===== config.mk =====
export PLATFORM = sky130hd
export DESIGN_NAME = pvsg_core
export DESIGN_NICKNAME = d
export VERILOG_FILES = /design/src/logic/pvsg_core.v
export VERILOG_INCLUDE_DIRS = /design/src /design/src/logic
export SDC_FILE = /design/constraint.sdc
export NUM_CORES = 1
export LEC_CHECK = 0
export BUFFER_PORTS_ARGS = -buffer_cell sky130_fd_sc_hd__buf_2
export CORE_MARGIN = 2
export CORE_UTILIZATION = 59
export CTS_CLUSTER_DIAMETER = 80
export DETAILED_ROUTE_END_ITERATION = 10
export HOLD_SLACK_MARGIN = 0.15
export PLACE_DENSITY = 0.85
export SETUP_SLACK_MARGIN = 0.05
export SLEW_MARGIN = 20
export SYNTH_ARGS = -nofsm -noshare
export SYNTH_HDL_FRONTEND = slang
export SYNTH_SLANG_ARGS = --single-unit

===== constraint.sdc =====
create_clock -name clk_i -period 7 [get_ports clk_i]
set_input_delay 0.7 -clock clk_i [delete_from_list [all_inputs] [get_ports clk_i]]
set_output_delay 0.7 -clock clk_i [all_outputs]
set_load 0.02 [all_outputs]

===== src/logic/pvsg_defs.vh =====
// constants for the programmable video sync generator
`ifndef PVSG_DEFS_VH
`define PVSG_DEFS_VH

// register indices on the byte load port
`define PVSG_REG_MODE          5'h00
`define PVSG_REG_H_FRONT_PORCH 5'h01
`define PVSG_REG_H_SYNC_END    5'h02
`define PVSG_REG_H_BLANK_WIDTH 5'h03
`define PVSG_REG_CLOCKS_LINE   5'h04
`define PVSG_REG_V_FRONT_PORCH 5'h05
`define PVSG_REG_V_SYNC_END    5'h06
`define PVSG_REG_V_BLANK_WIDTH 5'h07
`define PVSG_REG_LINES_FRAME   5'h08
`define PVSG_REG_LAST          5'h08

// mode_and_output_control fields
`define PVSG_B_SEP_BLANK   0
`define PVSG_B_SEP_SYNC    1
`define PVSG_B_CURSOR_SEL  2
`define PVSG_B_SCAN_LO     3
`define PVSG_B_SCAN_HI     4
`define PVSG_B_POL_BLANK   5
`define PVSG_B_POL_SYNC    6
`define PVSG_B_POL_THIRD   7
`define PVSG_B_POL_FOURTH  8
`define PVSG_B_EQ_DISABLE  9
`define PVSG_B_CLK_ENABLE  10
`define PVSG_B_COUNT_TEST  11

// scan modes in bits 4:3
`define PVSG_SCAN_INTERLACED 2'h0
`define PVSG_SCAN_NI_DOUBLE  2'h1
`define PVSG_SCAN_ILLEGAL    2'h2
`define PVSG_SCAN_NI_SINGLE  2'h3

// register defaults after clear
`define PVSG_MODE_RST_BASE    12'h000
`define PVSG_MODE_RST_AUTORUN 12'h400
`define PVSG_H_FP_RST         12'h010
`define PVSG_H_SYNC_END_RST   12'h050
`define PVSG_H_BLANK_RST      12'h0A0
`define PVSG_CLOCKS_LINE_RST  12'h320
`define PVSG_V_FP_RST         12'h007
`define PVSG_V_SYNC_END_RST   12'h00D
`define PVSG_V_BLANK_RST      12'h029
`define PVSG_LINES_FRAME_RST  12'h20D

`endif


===== src/logic/pvsg_core.v =====
// programmable video sync generator core with byte load port
`timescale 1ns/1ps
`include "pvsg_defs.vh"

module pvsg_core #(
    parameter        AUTO_RUN    = 0,
    parameter [11:0] EQ_WIDTH    = 12'h020,
    parameter [11:0] SERR_WIDTH  = 12'h040,
    parameter [12:0] EQ_INT_STA  = 13'h0001,
    parameter [12:0] EQ_INT_END  = 13'h0013,
    parameter [11:0] LGATE_STA   = 12'h0C0,
    parameter [11:0] LGATE_END   = 12'h100,
    parameter [12:0] FGATE_STA   = 13'h0030,
    parameter [12:0] FGATE_END   = 13'h0040,
    parameter [12:0] FIRQ_STA    = 13'h0002,
    parameter [12:0] FIRQ_END    = 13'h0004
) (
    input  wire        clk_i,
    input  wire        reset_n_i,
    input  wire        async_clear_i,
    input  wire        pixel_clk_i,
    input  wire        load_i,
    input  wire        addr_data_i,
    input  wire        byte_half_select_i,
    input  wire [7:0]  data_i,
    output reg         vert_or_composite_blank_out_o,
    output reg         vert_or_composite_sync_out_o,
    output reg         horiz_blank_or_gate_out_o,
    output reg         horiz_sync_or_vertical_gating_pulse_out_o,
    output reg         odd_even_field_o
);

////////////////////////////////////////////////////////////////////////////////
// input synchronisers; first stage feeds only the second

reg        pix_s1_reg;
reg        pix_s2_reg;
reg        pix_s3_reg;
reg        load_s1_reg;
reg        load_s2_reg;
reg        load_s3_reg;
reg        ad_s1_reg;
reg        ad_s2_reg;
reg        bh_s1_reg;
reg        bh_s2_reg;
reg [7:0]  data_s1_reg;
reg [7:0]  data_s2_reg;
reg        clr_s1_reg;
reg        clr_s2_reg;

always @(posedge clk_i) begin
    pix_s1_reg  <= pixel_clk_i;
    pix_s2_reg  <= pix_s1_reg;
    pix_s3_reg  <= pix_s2_reg;
    load_s1_reg <= load_i;
    load_s2_reg <= load_s1_reg;
    load_s3_reg <= load_s2_reg;
    ad_s1_reg   <= addr_data_i;
    ad_s2_reg   <= ad_s1_reg;
    bh_s1_reg   <= byte_half_select_i;
    bh_s2_reg   <= bh_s1_reg;
    data_s1_reg <= data_i;
    data_s2_reg <= data_s1_reg;
end

// clear releases through two flops so the core leaves reset on a clean edge
always @(posedge clk_i or posedge async_clear_i) begin
    if (async_clear_i) begin
        clr_s1_reg <= 1'b1;
        clr_s2_reg <= 1'b1;
    end else begin
        clr_s1_reg <= 1'b0;
        clr_s2_reg <= clr_s1_reg;
    end
end

wire pix_fall  = pix_s3_reg & ~pix_s2_reg;
wire load_fall = load_s3_reg & ~load_s2_reg;
wire load_rise = ~load_s3_reg & load_s2_reg;
wire clr_hold  = clr_s2_reg | ~reset_n_i;

////////////////////////////////////////////////////////////////////////////////
// load port and register file

localparam [11:0] MODE_RST = (AUTO_RUN != 0) ? `PVSG_MODE_RST_AUTORUN
                                             : `PVSG_MODE_RST_BASE;

reg [11:0] regs_reg [0:8];
reg [4:0]  addr_reg;
reg        auto_reg;
reg        ad_lat_reg;
reg        bh_lat_reg;

// the whole register file lives on clk_i, fed by synchronised pins
always @(posedge clk_i or posedge async_clear_i) begin
    if (async_clear_i) begin
        regs_reg[0] <= MODE_RST;
        regs_reg[1] <= `PVSG_H_FP_RST;
        regs_reg[2] <= `PVSG_H_SYNC_END_RST;
        regs_reg[3] <= `PVSG_H_BLANK_RST;
        regs_reg[4] <= `PVSG_CLOCKS_LINE_RST;
        regs_reg[5] <= `PVSG_V_FP_RST;
        regs_reg[6] <= `PVSG_V_SYNC_END_RST;
        regs_reg[7] <= `PVSG_V_BLANK_RST;
        regs_reg[8] <= `PVSG_LINES_FRAME_RST;
        addr_reg    <= 5'h00;
        auto_reg    <= 1'b0;
        ad_lat_reg  <= 1'b0;
        bh_lat_reg  <= 1'b0;
    end else if (clr_hold) begin
        regs_reg[0] <= MODE_RST;
        regs_reg[1] <= `PVSG_H_FP_RST;
        regs_reg[2] <= `PVSG_H_SYNC_END_RST;
        regs_reg[3] <= `PVSG_H_BLANK_RST;
        regs_reg[4] <= `PVSG_CLOCKS_LINE_RST;
        regs_reg[5] <= `PVSG_V_FP_RST;
        regs_reg[6] <= `PVSG_V_SYNC_END_RST;
        regs_reg[7] <= `PVSG_V_BLANK_RST;
        regs_reg[8] <= `PVSG_LINES_FRAME_RST;
        addr_reg    <= 5'h00;
        auto_reg    <= 1'b0;
        ad_lat_reg  <= 1'b0;
        bh_lat_reg  <= 1'b0;
    end else begin
        if (load_fall) begin
            ad_lat_reg <= ad_s2_reg;
            bh_lat_reg <= bh_s2_reg;
        end
        if (load_rise) begin
            if (!ad_lat_reg) begin
                addr_reg <= data_s2_reg[4:0];
                auto_reg <= bh_lat_reg;
            end else begin
                // a half write keeps the other half; upper byte carries four bits only
                case (addr_reg)
                    `PVSG_REG_MODE: begin
                        if (bh_lat_reg)
                            regs_reg[0] <= {data_s2_reg[3:0], regs_reg[0][7:0]};
                        else
                            regs_reg[0] <= {regs_reg[0][11:8], data_s2_reg};
                    end
                    `PVSG_REG_H_FRONT_PORCH: begin
                        if (bh_lat_reg)
                            regs_reg[1] <= {data_s2_reg[3:0], regs_reg[1][7:0]};
                        else
                            regs_reg[1] <= {regs_reg[1][11:8], data_s2_reg};
                    end
                    `PVSG_REG_H_SYNC_END: begin
                        if (bh_lat_reg)
                            regs_reg[2] <= {data_s2_reg[3:0], regs_reg[2][7:0]};
                        else
                            regs_reg[2] <= {regs_reg[2][11:8], data_s2_reg};
                    end
                    `PVSG_REG_H_BLANK_WIDTH: begin
                        if (bh_lat_reg)
                            regs_reg[3] <= {data_s2_reg[3:0], regs_reg[3][7:0]};
                        else
                            regs_reg[3] <= {regs_reg[3][11:8], data_s2_reg};
                    end
                    `PVSG_REG_CLOCKS_LINE: begin
                        if (bh_lat_reg)
                            regs_reg[4] <= {data_s2_reg[3:0], regs_reg[4][7:0]};
                        else
                            regs_reg[4] <= {regs_reg[4][11:8], data_s2_reg};
                    end
                    `PVSG_REG_V_FRONT_PORCH: begin
                        if (bh_lat_reg)
                            regs_reg[5] <= {data_s2_reg[3:0], regs_reg[5][7:0]};
                        else
                            regs_reg[5] <= {regs_reg[5][11:8], data_s2_reg};
                    end
                    `PVSG_REG_V_SYNC_END: begin
                        if (bh_lat_reg)
                            regs_reg[6] <= {data_s2_reg[3:0], regs_reg[6][7:0]};
                        else
                            regs_reg[6] <= {regs_reg[6][11:8], data_s2_reg};
                    end
                    `PVSG_REG_V_BLANK_WIDTH: begin
                        if (bh_lat_reg)
                            regs_reg[7] <= {data_s2_reg[3:0], regs_reg[7][7:0]};
                        else
                            regs_reg[7] <= {regs_reg[7][11:8], data_s2_reg};
                    end
                    `PVSG_REG_LINES_FRAME: begin
                        if (bh_lat_reg)
                            regs_reg[8] <= {data_s2_reg[3:0], regs_reg[8][7:0]};
                        else
                            regs_reg[8] <= {regs_reg[8][11:8], data_s2_reg};
                    end
                    default: begin
                        // past the last register: byte dropped, auto-load still steps
                    end
                endcase
                if (bh_lat_reg && auto_reg)
                    addr_reg <= addr_reg + 5'h01;
            end
        end
    end
end

////////////////////////////////////////////////////////////////////////////////
// decoded mode fields and timing registers

wire [11:0] mode      = regs_reg[0];
wire [11:0] h_fp      = regs_reg[1];
wire [11:0] h_sync_e  = regs_reg[2];
wire [11:0] h_blank_w = regs_reg[3];
wire [11:0] h_max     = regs_reg[4];
wire [12:0] v_fp      = {1'b0, regs_reg[5]};
wire [12:0] v_sync_e  = {1'b0, regs_reg[6]};
wire [12:0] v_blank_w = {1'b0, regs_reg[7]};
wire [12:0] v_frame   = {1'b0, regs_reg[8]};

wire [1:0] scan      = mode[`PVSG_B_SCAN_HI:`PVSG_B_SCAN_LO];
// illegal scan code is run as non-interlaced single: host must not write it
wire interlace = (scan == `PVSG_SCAN_INTERLACED);
wire dbl_mode  = (scan == `PVSG_SCAN_INTERLACED) || (scan == `PVSG_SCAN_NI_DOUBLE);
wire eq_en     = ~mode[`PVSG_B_EQ_DISABLE];
// counter test mode has no factory scan path here; only run enable matters
wire run       = mode[`PVSG_B_CLK_ENABLE];
wire step      = pix_fall & run;

////////////////////////////////////////////////////////////////////////////////
// horizontal and vertical counters

reg [11:0] hcnt_reg;
reg [12:0] vcnt_reg;
reg        vertical_blank_reg;
reg        vsync_reg;
reg        fgate_reg;
reg        firq_reg;

wire [11:0] half    = {1'b0, h_max[11:1]};
wire [12:0] v_max   = interlace ? {v_frame[11:0], 1'b0} : v_frame;
wire [11:0] hcnt_n  = (hcnt_reg >= h_max) ? 12'h001 : hcnt_reg + 12'h001;
wire        line_st = (hcnt_n == 12'h001);
wire        mid_st  = interlace && (hcnt_n == half + 12'h001);
wire [12:0] vcnt_n  = (line_st || mid_st) ?
                      ((vcnt_reg >= v_max) ? 13'h0001 : vcnt_reg + 13'h0001) :
                      vcnt_reg;

// hsync leading edges; interlace adds one half a line later
wire hs_edge = (hcnt_n == h_fp) || (interlace && (hcnt_n == h_fp + half));

wire horizontal_blank_n = (hcnt_n < h_blank_w);
wire hsync_n  = (hcnt_n >= h_fp) && (hcnt_n < h_sync_e);
wire lgate_n  = (hcnt_n >= LGATE_STA) && (hcnt_n < LGATE_END);

wire vertical_blank_n = line_st ? (vcnt_n < v_blank_w) : vertical_blank_reg;
wire vsync_n  = hs_edge ? ((vcnt_n >= v_fp) && (vcnt_n < v_sync_e))
                        : vsync_reg;
wire fgate_n  = line_st ? ((vcnt_n >= FGATE_STA) && (vcnt_n < FGATE_END)) : fgate_reg;
wire firq_n   = line_st ? ((vcnt_n >= FIRQ_STA) && (vcnt_n < FIRQ_END)) : firq_reg;

always @(posedge clk_i or posedge async_clear_i) begin
    if (async_clear_i) begin
        hcnt_reg   <= 12'h000;
        vcnt_reg   <= 13'h0000;
        vertical_blank_reg <= 1'b0;
        vsync_reg  <= 1'b0;
        fgate_reg  <= 1'b0;
        firq_reg   <= 1'b0;
    end else if (clr_hold) begin
        hcnt_reg   <= 12'h000;
        vcnt_reg   <= 13'h0000;
        vertical_blank_reg <= 1'b0;
        vsync_reg  <= 1'b0;
        fgate_reg  <= 1'b0;
        firq_reg   <= 1'b0;
    end else if (step) begin
        hcnt_reg   <= hcnt_n;
        vcnt_reg   <= vcnt_n;
        vertical_blank_reg <= vertical_blank_n;
        vsync_reg  <= vsync_n;
        fgate_reg  <= fgate_n;
        firq_reg   <= firq_n;
    end
end

////////////////////////////////////////////////////////////////////////////////
// equalization and serration shaping

// position within the pulse period: half a line in double modes
wire [11:0] hpos    = (dbl_mode && (hcnt_n > half)) ? hcnt_n - half : hcnt_n;
wire [11:0] per     = dbl_mode ? half : h_max;
wire        eq_n    = (hpos >= h_fp) && (hpos < h_fp + EQ_WIDTH);
// serration: sync held low except a short gap at the end of each period
wire        serr_n  = (hpos >= h_fp) && (hpos < h_fp + per - SERR_WIDTH);
// interval counted in half-lines from frame start when interlaced, so it comes once per frame
wire        eq_int  = eq_en && vertical_blank_n &&
                      (vcnt_n >= EQ_INT_STA) && (vcnt_n < EQ_INT_END);

wire composite_sync_n  = eq_int ? (vsync_n ? serr_n : eq_n)
                       : (hsync_n | vsync_n);
wire composite_blank_n = horizontal_blank_n | vertical_blank_n;
wire cursor_n = lgate_n & fgate_n;

////////////////////////////////////////////////////////////////////////////////
// output selection and polarity

reg sel_blank;
reg sel_sync;
reg sel_third;
reg sel_fourth;

always @* begin
    sel_blank  = mode[`PVSG_B_SEP_BLANK] ? vertical_blank_n : composite_blank_n;
    sel_sync   = mode[`PVSG_B_SEP_SYNC]  ? vsync_n  : composite_sync_n;
    if (mode[`PVSG_B_SEP_BLANK])
        sel_third = horizontal_blank_n;
    else
        sel_third = mode[`PVSG_B_CURSOR_SEL] ? cursor_n : lgate_n;
    if (mode[`PVSG_B_SEP_SYNC])
        sel_fourth = hsync_n;
    else
        sel_fourth = mode[`PVSG_B_CURSOR_SEL] ? firq_n : fgate_n;
end

// polarity bit 0 inverts the active-high internal pulse
always @(posedge clk_i or posedge async_clear_i) begin
    if (async_clear_i) begin
        vert_or_composite_blank_out_o <= 1'b1;
        vert_or_composite_sync_out_o  <= 1'b1;
        horiz_blank_or_gate_out_o     <= 1'b1;
        horiz_sync_or_vertical_gating_pulse_out_o     <= 1'b1;
        odd_even_field_o              <= 1'b1;
    end else if (clr_hold) begin
        vert_or_composite_blank_out_o <= ~mode[`PVSG_B_POL_BLANK];
        vert_or_composite_sync_out_o  <= ~mode[`PVSG_B_POL_SYNC];
        horiz_blank_or_gate_out_o     <= ~mode[`PVSG_B_POL_THIRD];
        horiz_sync_or_vertical_gating_pulse_out_o     <= ~mode[`PVSG_B_POL_FOURTH];
        odd_even_field_o              <= 1'b1;
    end else if (step) begin
        vert_or_composite_blank_out_o <= sel_blank  ~^ mode[`PVSG_B_POL_BLANK];
        vert_or_composite_sync_out_o  <= sel_sync   ~^ mode[`PVSG_B_POL_SYNC];
        horiz_blank_or_gate_out_o     <= sel_third  ~^ mode[`PVSG_B_POL_THIRD];
        horiz_sync_or_vertical_gating_pulse_out_o     <= sel_fourth ~^ mode[`PVSG_B_POL_FOURTH];
        odd_even_field_o              <= ~interlace || (vcnt_n <= v_frame);
    end else if (!interlace) begin
        odd_even_field_o              <= 1'b1;
    end
end

endmodule // pvsg_core


==> results of run 1 <==
==> timing repair <==
action / in CTS / in global routing
pin swaps: 2 / 7
endpoints found under the hold margin: 0 / 0
cloned: 0 / 2
setup endpoints to repair: 1 / 1
gates resized for setup: 3 / 30
buffers inserted: 2 / 4
hold buffers: 0 / 0
==> power by group <==
group	total [mW]	leakage, nW	internal, mW	switching, mW
registers	1.13	2.20	1.08	0.0471
logic	0.528	4.82	0.199	0.329
clock network	0.996	0.298	0.517	0.480
total	2.65	7.32	1.80	0.855
==> through the flow <==
| step | util | cells | setup slack, ns | setup TNS [ns] | cell area, um2 |
|---|---|---|---|---|---|
| 2_1_floorplan | - | 1698 | 0.2121 | 0 | 14140 |
| 3_3_place_gp | 0.6288 | 2026 | -0.004882 | -0.004882 | 14760 |
| 3_5_place_dp | 0.6288 | 2026 | -0.1345 | -0.1345 | 14760 |
| 4_1_cts | 0.6561 | 2060 | 0.05333 | 0 | 15400 |
| 5_1_grt | 0.6628 | 2066 | 0.04115 | 0 | 15560 |
| 6_report | 0.6628 | 2066 | 0.3687 | 0 | 15560 |
==> logic make-up (layout without fill, tap and decap cells) <==
family / after synthesis / in the layout / share of synthesized area
compound gates: 497 / 497 / 0.2252
xor+xnor: 52 / 52 / 0.03318
fa+ha+maj: 189 / 189 / 0.1683
buf+inv: 205 / 254 / 0.05937
flops: 177 / 177 / 0.3065
mux: 28 / 28 / 0.02026
other cells: 1 / 1 / 0.0002652
simple gates: 549 / 549 / 0.1870
==> area by class of cell <==
cell class	instances	area, um2
Sequential cell	177	4334
Fill cell	1897	7914
Clock inverter	15	187.7
Multi-Input combinational cell	1316	9096
Tap cell	319	399.1
Inverter	137	519.2
Timing Repair Buffer	85	596.8
Clock buffer	17	425.4
==> worst max-delay path by stage <==
stage,from,end,slack [ns],depth (start not counted)
floorplan,h_max[9]$_DFFE_PP1P_,vert_or_composite_sync_out_o$_DFFE_PP1P_,0.21,32
global placement,h_max[9]$_DFFE_PP1P_,vert_or_composite_sync_out_o$_DFFE_PP1P_,-0.005,33
global route,h_max[9]$_DFFE_PP1P_,vert_or_composite_sync_out_o$_DFFE_PP1P_,0.04,32
detailed placement,h_max[9]$_DFFE_PP1P_,vert_or_composite_sync_out_o$_DFFE_PP1P_,-0.13,33
CTS,h_max[9]$_DFFE_PP1P_,vert_or_composite_sync_out_o$_DFFE_PP1P_,0.05,32
finish,h_max[9]$_DFFE_PP1P_,vert_or_composite_sync_out_o$_DFFE_PP1P_,0.37,32
==> critical path: cells and delay by family (launching register included) <==
family / cells / cell delay [ns]
adders and majority gates: 3 / 0.86
AOI/OAI and AO/OA: 18 / 3.62
and+or+nand+nor: 7 / 0.94
muxes: 2 / 0.38
buffers and inverters: 2 / 0.19
DFF: 1 / 0.53
==> layout by cell type, fill, tap and decap left out, types with 11 or more instances in the layout <==
cell and instances:
xnor2_1 34, dfstp_2 28, nor2_1 85, a21o_1 40, and3_1 18, nor2b_1 23, buf_2 21, nor3_1 40
dfrtp_1 123, nand3_1 51, clkbuf_16 17, nor4_1 13, ha_1 182, o31ai_1 11, a31oi_1 12, nand4_1 29
nand2b_1 18, o21a_1 18, nand2_1 214, dfxtp_1 26, mux2i_1 23, xor2_1 15, o21ai_0 186, buf_4 61
a211oi_1 23, inv_1 135, a21oi_1 83, o21ai_1 12
==> per-layer routing <==
metal	wire length, um	up-vias	share of wire	track usage
li1	-	6196	-	-
met1	18990	6307	0.43	0.4984
met2	19180	711	0.43	0.5312
met3	4556	118	0.10	0.07184
met4	1617	0	0.036	0.1264
met5	0	-	0	0
==> key figures, run 1 <==
Run status
  • Status: complete, no violations

Placed design
  • Hpwl dp: 32900 um
  • PortBufs: 19
  • GP Congestion: between 1 and 1.5

STA
  • Worst hold slack: 0.3280 ns
  • RSZ-0062 raised after global routing: no
  • Worst slew pin tran: 1.097 ns
  • # setup viols final: 0
  • Final Cycle Share: 0.9473
  • Clock Skew: around 0.017 ns
  • Final Hold Fails: 0
  • Slew headroom: 0.2640
  • Fmax: 150.8 MHz
  • Tmin final: 6.631 ns
  • Final Max Tran Viols: 0

Yosys
  • Leading area contributor after synthesis: dfrtp_1
  • EDFF count, synth: 0
  • Mapped Area: 14140 um2
  • Synth top area share: 0.2177
  • Synth Net Count: 1899
  • Syn avg cell area: 8.328 um2
  • Post-synthesis async set-or-reset flop share: 0.8531
  • Ranking of synthesized cells by area: dfrtp_1 22%, ha_1 16%, o21ai_0 6.7%
  • Post-synth top cells: 215 x nand2_1, 190 x o21ai_0, 183 x ha_1, 136 x inv_1, 123 x dfrtp_1
  • Main synth FF type: dfrtp_1
  • Register area share after synthesis: 0.3065
  • Count leader, synth: nand2_1
  • Synth Instances: around 1700
  • Flop and latch count out of synthesis: about 180
  • Synth cell types: 97
  • Yosys warnings: 0

CTS
  • Clock tree buffer depth: 2
  • CTS H-tree lvls: 4
  • CTS tree: done
  • CTS Buf Count: 17
  • Clock slew at reported path FFs: 0.08 ns
  • Clock Sinks: about 180
  • Clk_lat worst skew: 0.45 ns
  • Clk Tree Root Cell: clkbuf_16

Detailed routing
  • Vias per Instance: 6.453
  • Number of routed nets with antenna violations: 0
  • Drt pass-1 iters: 7
  • Vias post-DR: 13330
  • Wirelength per Cell: 21.46 um
  • Initial DRC Count: 1348
  • Total wire length: 44350 um
  • DRC viols: 0

Die
  • # IOs: 20
  • Core area: ~23000 um2
  • Die extent in x: 158.8 um
  • Rows: 56
  • Die span in y: 158.8 um
  • Die area: 25220 um2
  • Initial Util: 0.6025

Pwr
  • Leakage: 7.321 nW
  • Peak supply drop: 0.0002112 V
  • Total power: between 2 and 3 mW
  • PwrDens: ~170 nW/um2

Worst setup path
  • CP Max Fanout: 6
  • Reg2reg setup slack: about 0.37 ns
  • Worst Path Arrival: around 7.0 ns
  • Slowest CP cell: dfstp_2
  • Critical Path Sink Type: flip-flop
  • WS Path Type: flip-flop to flip-flop
  • Critical path launch point type: flip-flop
  • CP required: 7.34 ns
  • Reg2reg start: h_max[9]$_DFFE_PP1P_
  • Worst R2R Path Depth: 32
  • Most used cell, CP: ha_1
  • CP peak stage delay: 0.53 ns
  • Reg2reg end: vert_or_composite_sync_out_o$_DFFE_PP1P_

Global routing
  • Largest net degree at the start of global routing: 79
  • Total grt overflow: 0
  • Initial antenna violation count: 0
  • First-pass GRT wire length: 69820 um
  • Vias in the first global route: 12610
  • GRT Overall Usage: 0.3512

Min path
  • Hold EP: data_s2_reg[0]$_DFF_P_
  • Hold path cells: 0
  • Worst Hold Class: flip-flop to flip-flop
  • Hold Startpoint: data_s1_reg[0]$_DFF_P_

Cells and area
  • # diodes: 0
  • Max reg flops: 48
  • Layout Nets: just under 2000
  • Layout cells sized above 1: 0.1179
  • Area growth, synth to finish: 10.02%

Flow run
  • Max-cap viol count: 0
No activity file was read; power rests on OpenSTA's default activity.
==> run 2: changes to the inputs <==
CORE_UTILIZATION = 60   (was 59)
PLACE_DENSITY = 0.83   (was 0.85)
REMOVE_ABC_BUFFERS = 1   (was not set)
clock period = 7.3 ns   (was 7 ns; I/O delays follow)
==> key figures, run 2 (synthesis gave the netlist of run 1 again) <==
Run status
  • Status: complete, no violations

CTS
  • CTS Buf Count: 17
  • Clock slew at reported path FFs: 0.09 ns
  • Clock tree buffer depth: 2
  • Post-CTS resize count: 0
  • CTS tree: done
  • Clk Tree Root Cell: clkbuf_16
  • Post-CTS Setup Inserts: 0
  • Clock Sinks: about 180
  • Clk_lat worst skew: 0.45 ns
  • CTS H-tree lvls: 4
  • Cts hold-fix bufs: 0

Cells and area
  • Most frequent cells in the layout: 214 x nand2_1, 189 x o21ai_0, 183 x ha_1
  • Finished Layout Cells: approximately 2000
  • # diodes: 0
  • Footprint of the multi-input gates: 9051 um2
  • Most common cell after layout, fill and taps aside: nand2_1
  • Area growth, synth to finish: 9.104%
  • Max reg flops: 48
  • # fillers: 1923
  • Layout Nets: between 1500 and 2000
  • Sequential cell area: 4335 um2
  • Layout cells sized above 1: 0.1019

Global routing
  • Initial antenna violation count: 1
  • Total grt overflow: 0
  • Largest net degree at the start of global routing: 78
  • Vias in the first global route: 12660
  • GRT Overall Usage: 0.3713
  • First-pass GRT wire length: around 70000 um

STA
  • Final setup margin: between 0.4 and 0.5 ns
  • Final Max Tran Viols: 0
  • # setup viols final: 0
  • Slew headroom: 0.2644
  • Final Cycle Share: 0.9415
  • Final Hold Fails: 0
  • Setup TNS: 0 ns
  • RSZ-0062 raised after global routing: no
  • Fmax: 145.5 MHz
  • Clock Skew: ~0.014 ns
  • Worst slew pin tran: 1.096 ns
  • Tmin final: 6.873 ns

Die
  • Core area: 23330 um2
  • Initial Util: 0.6061
  • Die extent in x: 157.5 um
  • # IOs: 20
  • Die area: 24810 um2
  • Rows: 56
  • Die span in y: 157.5 um

Detailed routing
  • DRC viols: 0
  • Vias post-DR: 13330
  • Drt pass-1 iters: 5
  • Number of routed nets with antenna violations: 0
  • Initial DRC Count: 1439
  • Wirelength per Cell: 22.09 um
  • Vias per Instance: 6.511
  • Total wire length: between 40000 and 50000 um

Worst setup path
  • CP peak stage delay: 0.54 ns
  • Critical path launch point type: flip-flop
  • CP Max Fanout: 16
  • Critical Path Sink Type: flip-flop
  • Worst Path Arrival: 7.22 ns
  • CP required: 7.65 ns
  • WS Path Type: flip-flop to flip-flop
  • Slowest CP cell: dfstp_2

Placed design
  • Dpl cells: 2014
  • GP Congestion: 1.028
  • Hpwl dp: roughly 34000 um
  • Place WS: 0.09967 ns
  • PortBufs: 19

Min path
  • Worst Hold Class: flip-flop to flip-flop

Pwr
  • Leakage: 7.229 nW
  • Total power: ~2.6 mW
  • PwrDens: about 170 nW/um2
  • Peak supply drop: 0.0001840 V

Flow run
  • Max-cap viol count: 0
## run 2: cell types whose count changed in the layout (fill, tap and decap cells not counted), sizes merged
cell	before	now
bufinv	1	0
inv	145	146
buf	85	66
## run 2: critical path, delay by kind of cell (launching register included)
| family | cells | cell delay, ns |
|---|---|---|
| flops | 1 | 0.54 |
| fa+ha+maj | 3 | 1.11 |
| compound gates | 17 | 3.78 |
| simple gates | 4 | 0.67 |
| buf+inv | 2 | 0.30 |
| mux | 2 | 0.41 |
## run 2: power by group
group / switching [mW] / internal (mW)
Sequential: 0.0453 / 1.04
Clock: 0.525 / 0.487
Combinational: 0.319 / 0.190
Total: 0.889 / 1.71
## run 2: final cells by class
| type | count | share of cell area |
|---|---|---|
| clock buffer | 17 | 0.02757 |
| multi-input combinational | 1316 | 0.5867 |
| sequential | 177 | 0.2810 |
| clock inverter | 15 | 0.01444 |
| timing repair buffer | 66 | 0.03057 |
| tap | 319 | 0.02587 |
| inverter | 137 | 0.03390 |
## run 2: path summary, 6_finish.rpt
path / from / end / slack (ns) / cells past startpoint
min: data_s1_reg[5]$_DFF_P_ / data_s2_reg[5]$_DFF_P_ / 0.33 / 0
max in group asynchronous: async_clear_i / odd_even_field_o$_DFFE_PP1P_ / 5.73 / 4
min in group asynchronous: async_clear_i / h_sync_e[2]$_DFFE_PP0P_ / 0.39 / 2
max: h_max[9]$_DFFE_PP1P_ / vert_or_composite_sync_out_o$_DFFE_PP1P_ / 0.43 / 28
min reg2reg: data_s1_reg[5]$_DFF_P_ / data_s2_reg[5]$_DFF_P_ / 0.33 / 0
max reg2reg: h_max[9]$_DFFE_PP1P_ / vert_or_composite_sync_out_o$_DFFE_PP1P_ / 0.43 / 28
## run 2: metal layers
layer  track usage  routed length, um
met3       0.07104               4675
met2        0.5777              19880
met5             0                  0
met1        0.5196              19110
met4        0.1255               1544
## run 2: through the flow
stage               area (um2)  hold slack, ns  utilization
floorplan                13820          0.3096            -
global placement         14670          0.3100       0.6288
detailed placement       14670          0.3121       0.6288
CTS                      15320          0.3308       0.6565
global route             15430          0.3347       0.6613
finish                   15430          0.3289       0.6613
==> run 3: changes to the inputs <==
REMOVE_ABC_BUFFERS = not set   (was 1)
==> key figures, run 3 (synthesis gave the netlist of run 1 again) <==
Pwr
  • Clock share of power: 0.372
  • Gate power share: 0.199
  • Peak supply drop: 0.0002226 V
  • P_int: 1.686 mW
  • Leakage: 7.155 nW
  • Total power: 2.520 mW
  • Flop pwr share: 0.429
  • Net Sw Power: roughly 830 uW
  • PwrDens: ~170 nW/um2
  • Sw Ratio: 0.3309

Min path
  • Hold path cells: 0
  • Hold EP: data_s2_reg[7]$_DFF_P_
  • Hold Startpoint: data_s1_reg[7]$_DFF_P_
  • Worst Hold Class: flip-flop to flip-flop

Worst setup path
  • Critical Path Sink Type: flip-flop
  • Slowest CP cell: dfstp_2
  • Worst Path Arrival: ~7 ns
  • CP required: 7.64 ns
  • Critical path launch point type: flip-flop
  • Reg2reg setup slack: 0.46 ns
  • Worst R2R Path Depth: 29
  • WS Path Type: flip-flop to flip-flop
  • CP Max Fanout: 16
  • CP peak stage delay: between 0.6 and 0.7 ns
  • Reg2reg end: vert_or_composite_sync_out_o$_DFFE_PP1P_
  • Reg2reg start: h_max[5]$_DFFE_PP1P_

Cells and area
  • Max reg flops: 48
  • Cell area after layout: 15270 um2
  • # diodes: 0
  • Area growth, synth to finish: 7.963%
  • Layout cells sized above 1: 0.09698
  • Layout Nets: 1910
  • Most common cell after layout, fill and taps aside: nand2_1
  • Most frequent cells in the layout: 214 x nand2_1, 188 x o21ai_0, 183 x ha_1

CTS
  • CTS tree: done
  • Clock slew at reported path FFs: 0.08 ns
  • Clock Sinks: 177
  • CTS H-tree lvls: 4
  • Clk Tree Root Cell: clkbuf_16
  • Clk_lat worst skew: ~0.45 ns
  • Post-CTS Setup Inserts: 0
  • CTS Buf Count: 17
  • Clock tree buffer depth: 2

STA
  • Fmax: 146.1 MHz
  • RSZ-0062 raised after global routing: no
  • Worst slew pin tran: between 1 and 1.5 ns
  • Tmin final: 6.844 ns
  • Final Cycle Share: 0.9375
  • Setup TNS: 0 ns
  • Clock Skew: ~0.019 ns
  • Final Max Tran Viols: 0
  • # setup viols final: 0
  • Slew headroom: 0.2587
  • Final Hold Fails: 0

Die
  • # IOs: 20
  • Rows: 56
  • Die extent in x: 157.5 um
  • Die span in y: 157.5 um
  • Die area: 24810 um2
  • Initial Util: 0.6061
  • Core area: 23330 um2

Detailed routing
  • DRC viols: 0
  • Number of routed nets with antenna violations: 0
  • Vias post-DR: 13180
  • Vias per Instance: roughly 6.5
  • Initial DRC Count: 1204
  • Drt pass-1 iters: 8
  • Wirelength per Cell: around 22 um
  • Total wire length: between 40000 and 50000 um

Global routing
  • GRT Overall Usage: 0.3641
  • Vias in the first global route: 12420
  • Largest net degree at the start of global routing: 79
  • First-pass GRT wire length: 69040 um
  • Total grt overflow: 0
  • Initial antenna violation count: 1

Placed design
  • Hpwl dp: about 33000 um
  • PortBufs: 19
  • GP Congestion: 1.030
  • Dpl cell area: 14630 um2

Flow run
  • Max-cap viol count: 0

Run status
  • Status: complete, no violations
==> run 3: layer usage <==
layer / wire length, um / part of all wire / global-route usage
met4: 1899 / 0.043 / 0.1649
met2: 19470 / 0.44 / 0.5546
met3: 4069 / 0.093 / 0.05479
met1: 18510 / 0.42 / 0.5119
met5: 19 / 0.00043 / 0
==> run 3: how the worst max path moves through the flow <==
stage | start | end | depth (start not counted)
CTS | h_max[5]$_DFFE_PP1P_ | vert_or_composite_sync_out_o$_DFFE_PP1P_ | 30
global route | h_max[5]$_DFFE_PP1P_ | vert_or_composite_sync_out_o$_DFFE_PP1P_ | 31
floorplan | h_max[9]$_DFFE_PP1P_ | vert_or_composite_sync_out_o$_DFFE_PP1P_ | 32
detailed placement | h_max[5]$_DFFE_PP1P_ | vert_or_composite_sync_out_o$_DFFE_PP1P_ | 33
global placement | h_max[5]$_DFFE_PP1P_ | vert_or_composite_sync_out_o$_DFFE_PP1P_ | 33
finish | h_max[5]$_DFFE_PP1P_ | vert_or_composite_sync_out_o$_DFFE_PP1P_ | 29
==> run 3: layout make-up <==
| cell class | count | area (um2) |
|---|---|---|
| clock buffer | 18 | 429.2 |
| multi-input combinational | 1316 | 9012 |
| tap | 319 | 399.1 |
| clock inverter | 14 | 163.9 |
| sequential | 177 | 4337 |
| fill | 1931 | 8065 |
| timing repair buffer | 60 | 406.6 |
| inverter | 137 | 519.2 |
==> run 3: worst max-delay path: cells and delay by family, from the launching register on <==
family	cells	cell delay, ns
compound gates	16	3.29
simple gates	5	0.74
fa+ha+maj	3	1.16
flops	1	0.61
buf+inv	3	0.64
mux	2	0.34
==> run 3: metrics by stage <==
stage | hold WS, ns | instances | setup slack (ns) | utilization
floorplan | 0.3096 | 1698 | 0.5121 | -
global placement | 0.3096 | 2009 | 0.5308 | 0.6271
detailed placement | 0.3121 | 2009 | 0.4308 | 0.6271
CTS | 0.3318 | 2041 | 0.3574 | 0.6526
global route | 0.3352 | 2041 | 0.03502 | 0.6543
finish | 0.3308 | 2041 | 0.4560 | 0.6543
==> run 3: repair_timing <==
item,in CTS,in global routing
endpoints found under the setup margin,0,1
hold buffers,0,0
gates resized for setup,0,14
==> run 3: power by group through the flow <==
stage,combinational (mW),sequential (mW),clock (mW)
6_report,0.501,1.08,0.939
5_1_grt,0.558,1.09,0.983
3_3_place_gp,0.473,1.09,0
4_1_cts,0.490,1.08,0.944
3_5_place_dp,0.485,1.10,0
2_1_floorplan,0.359,1.08,0
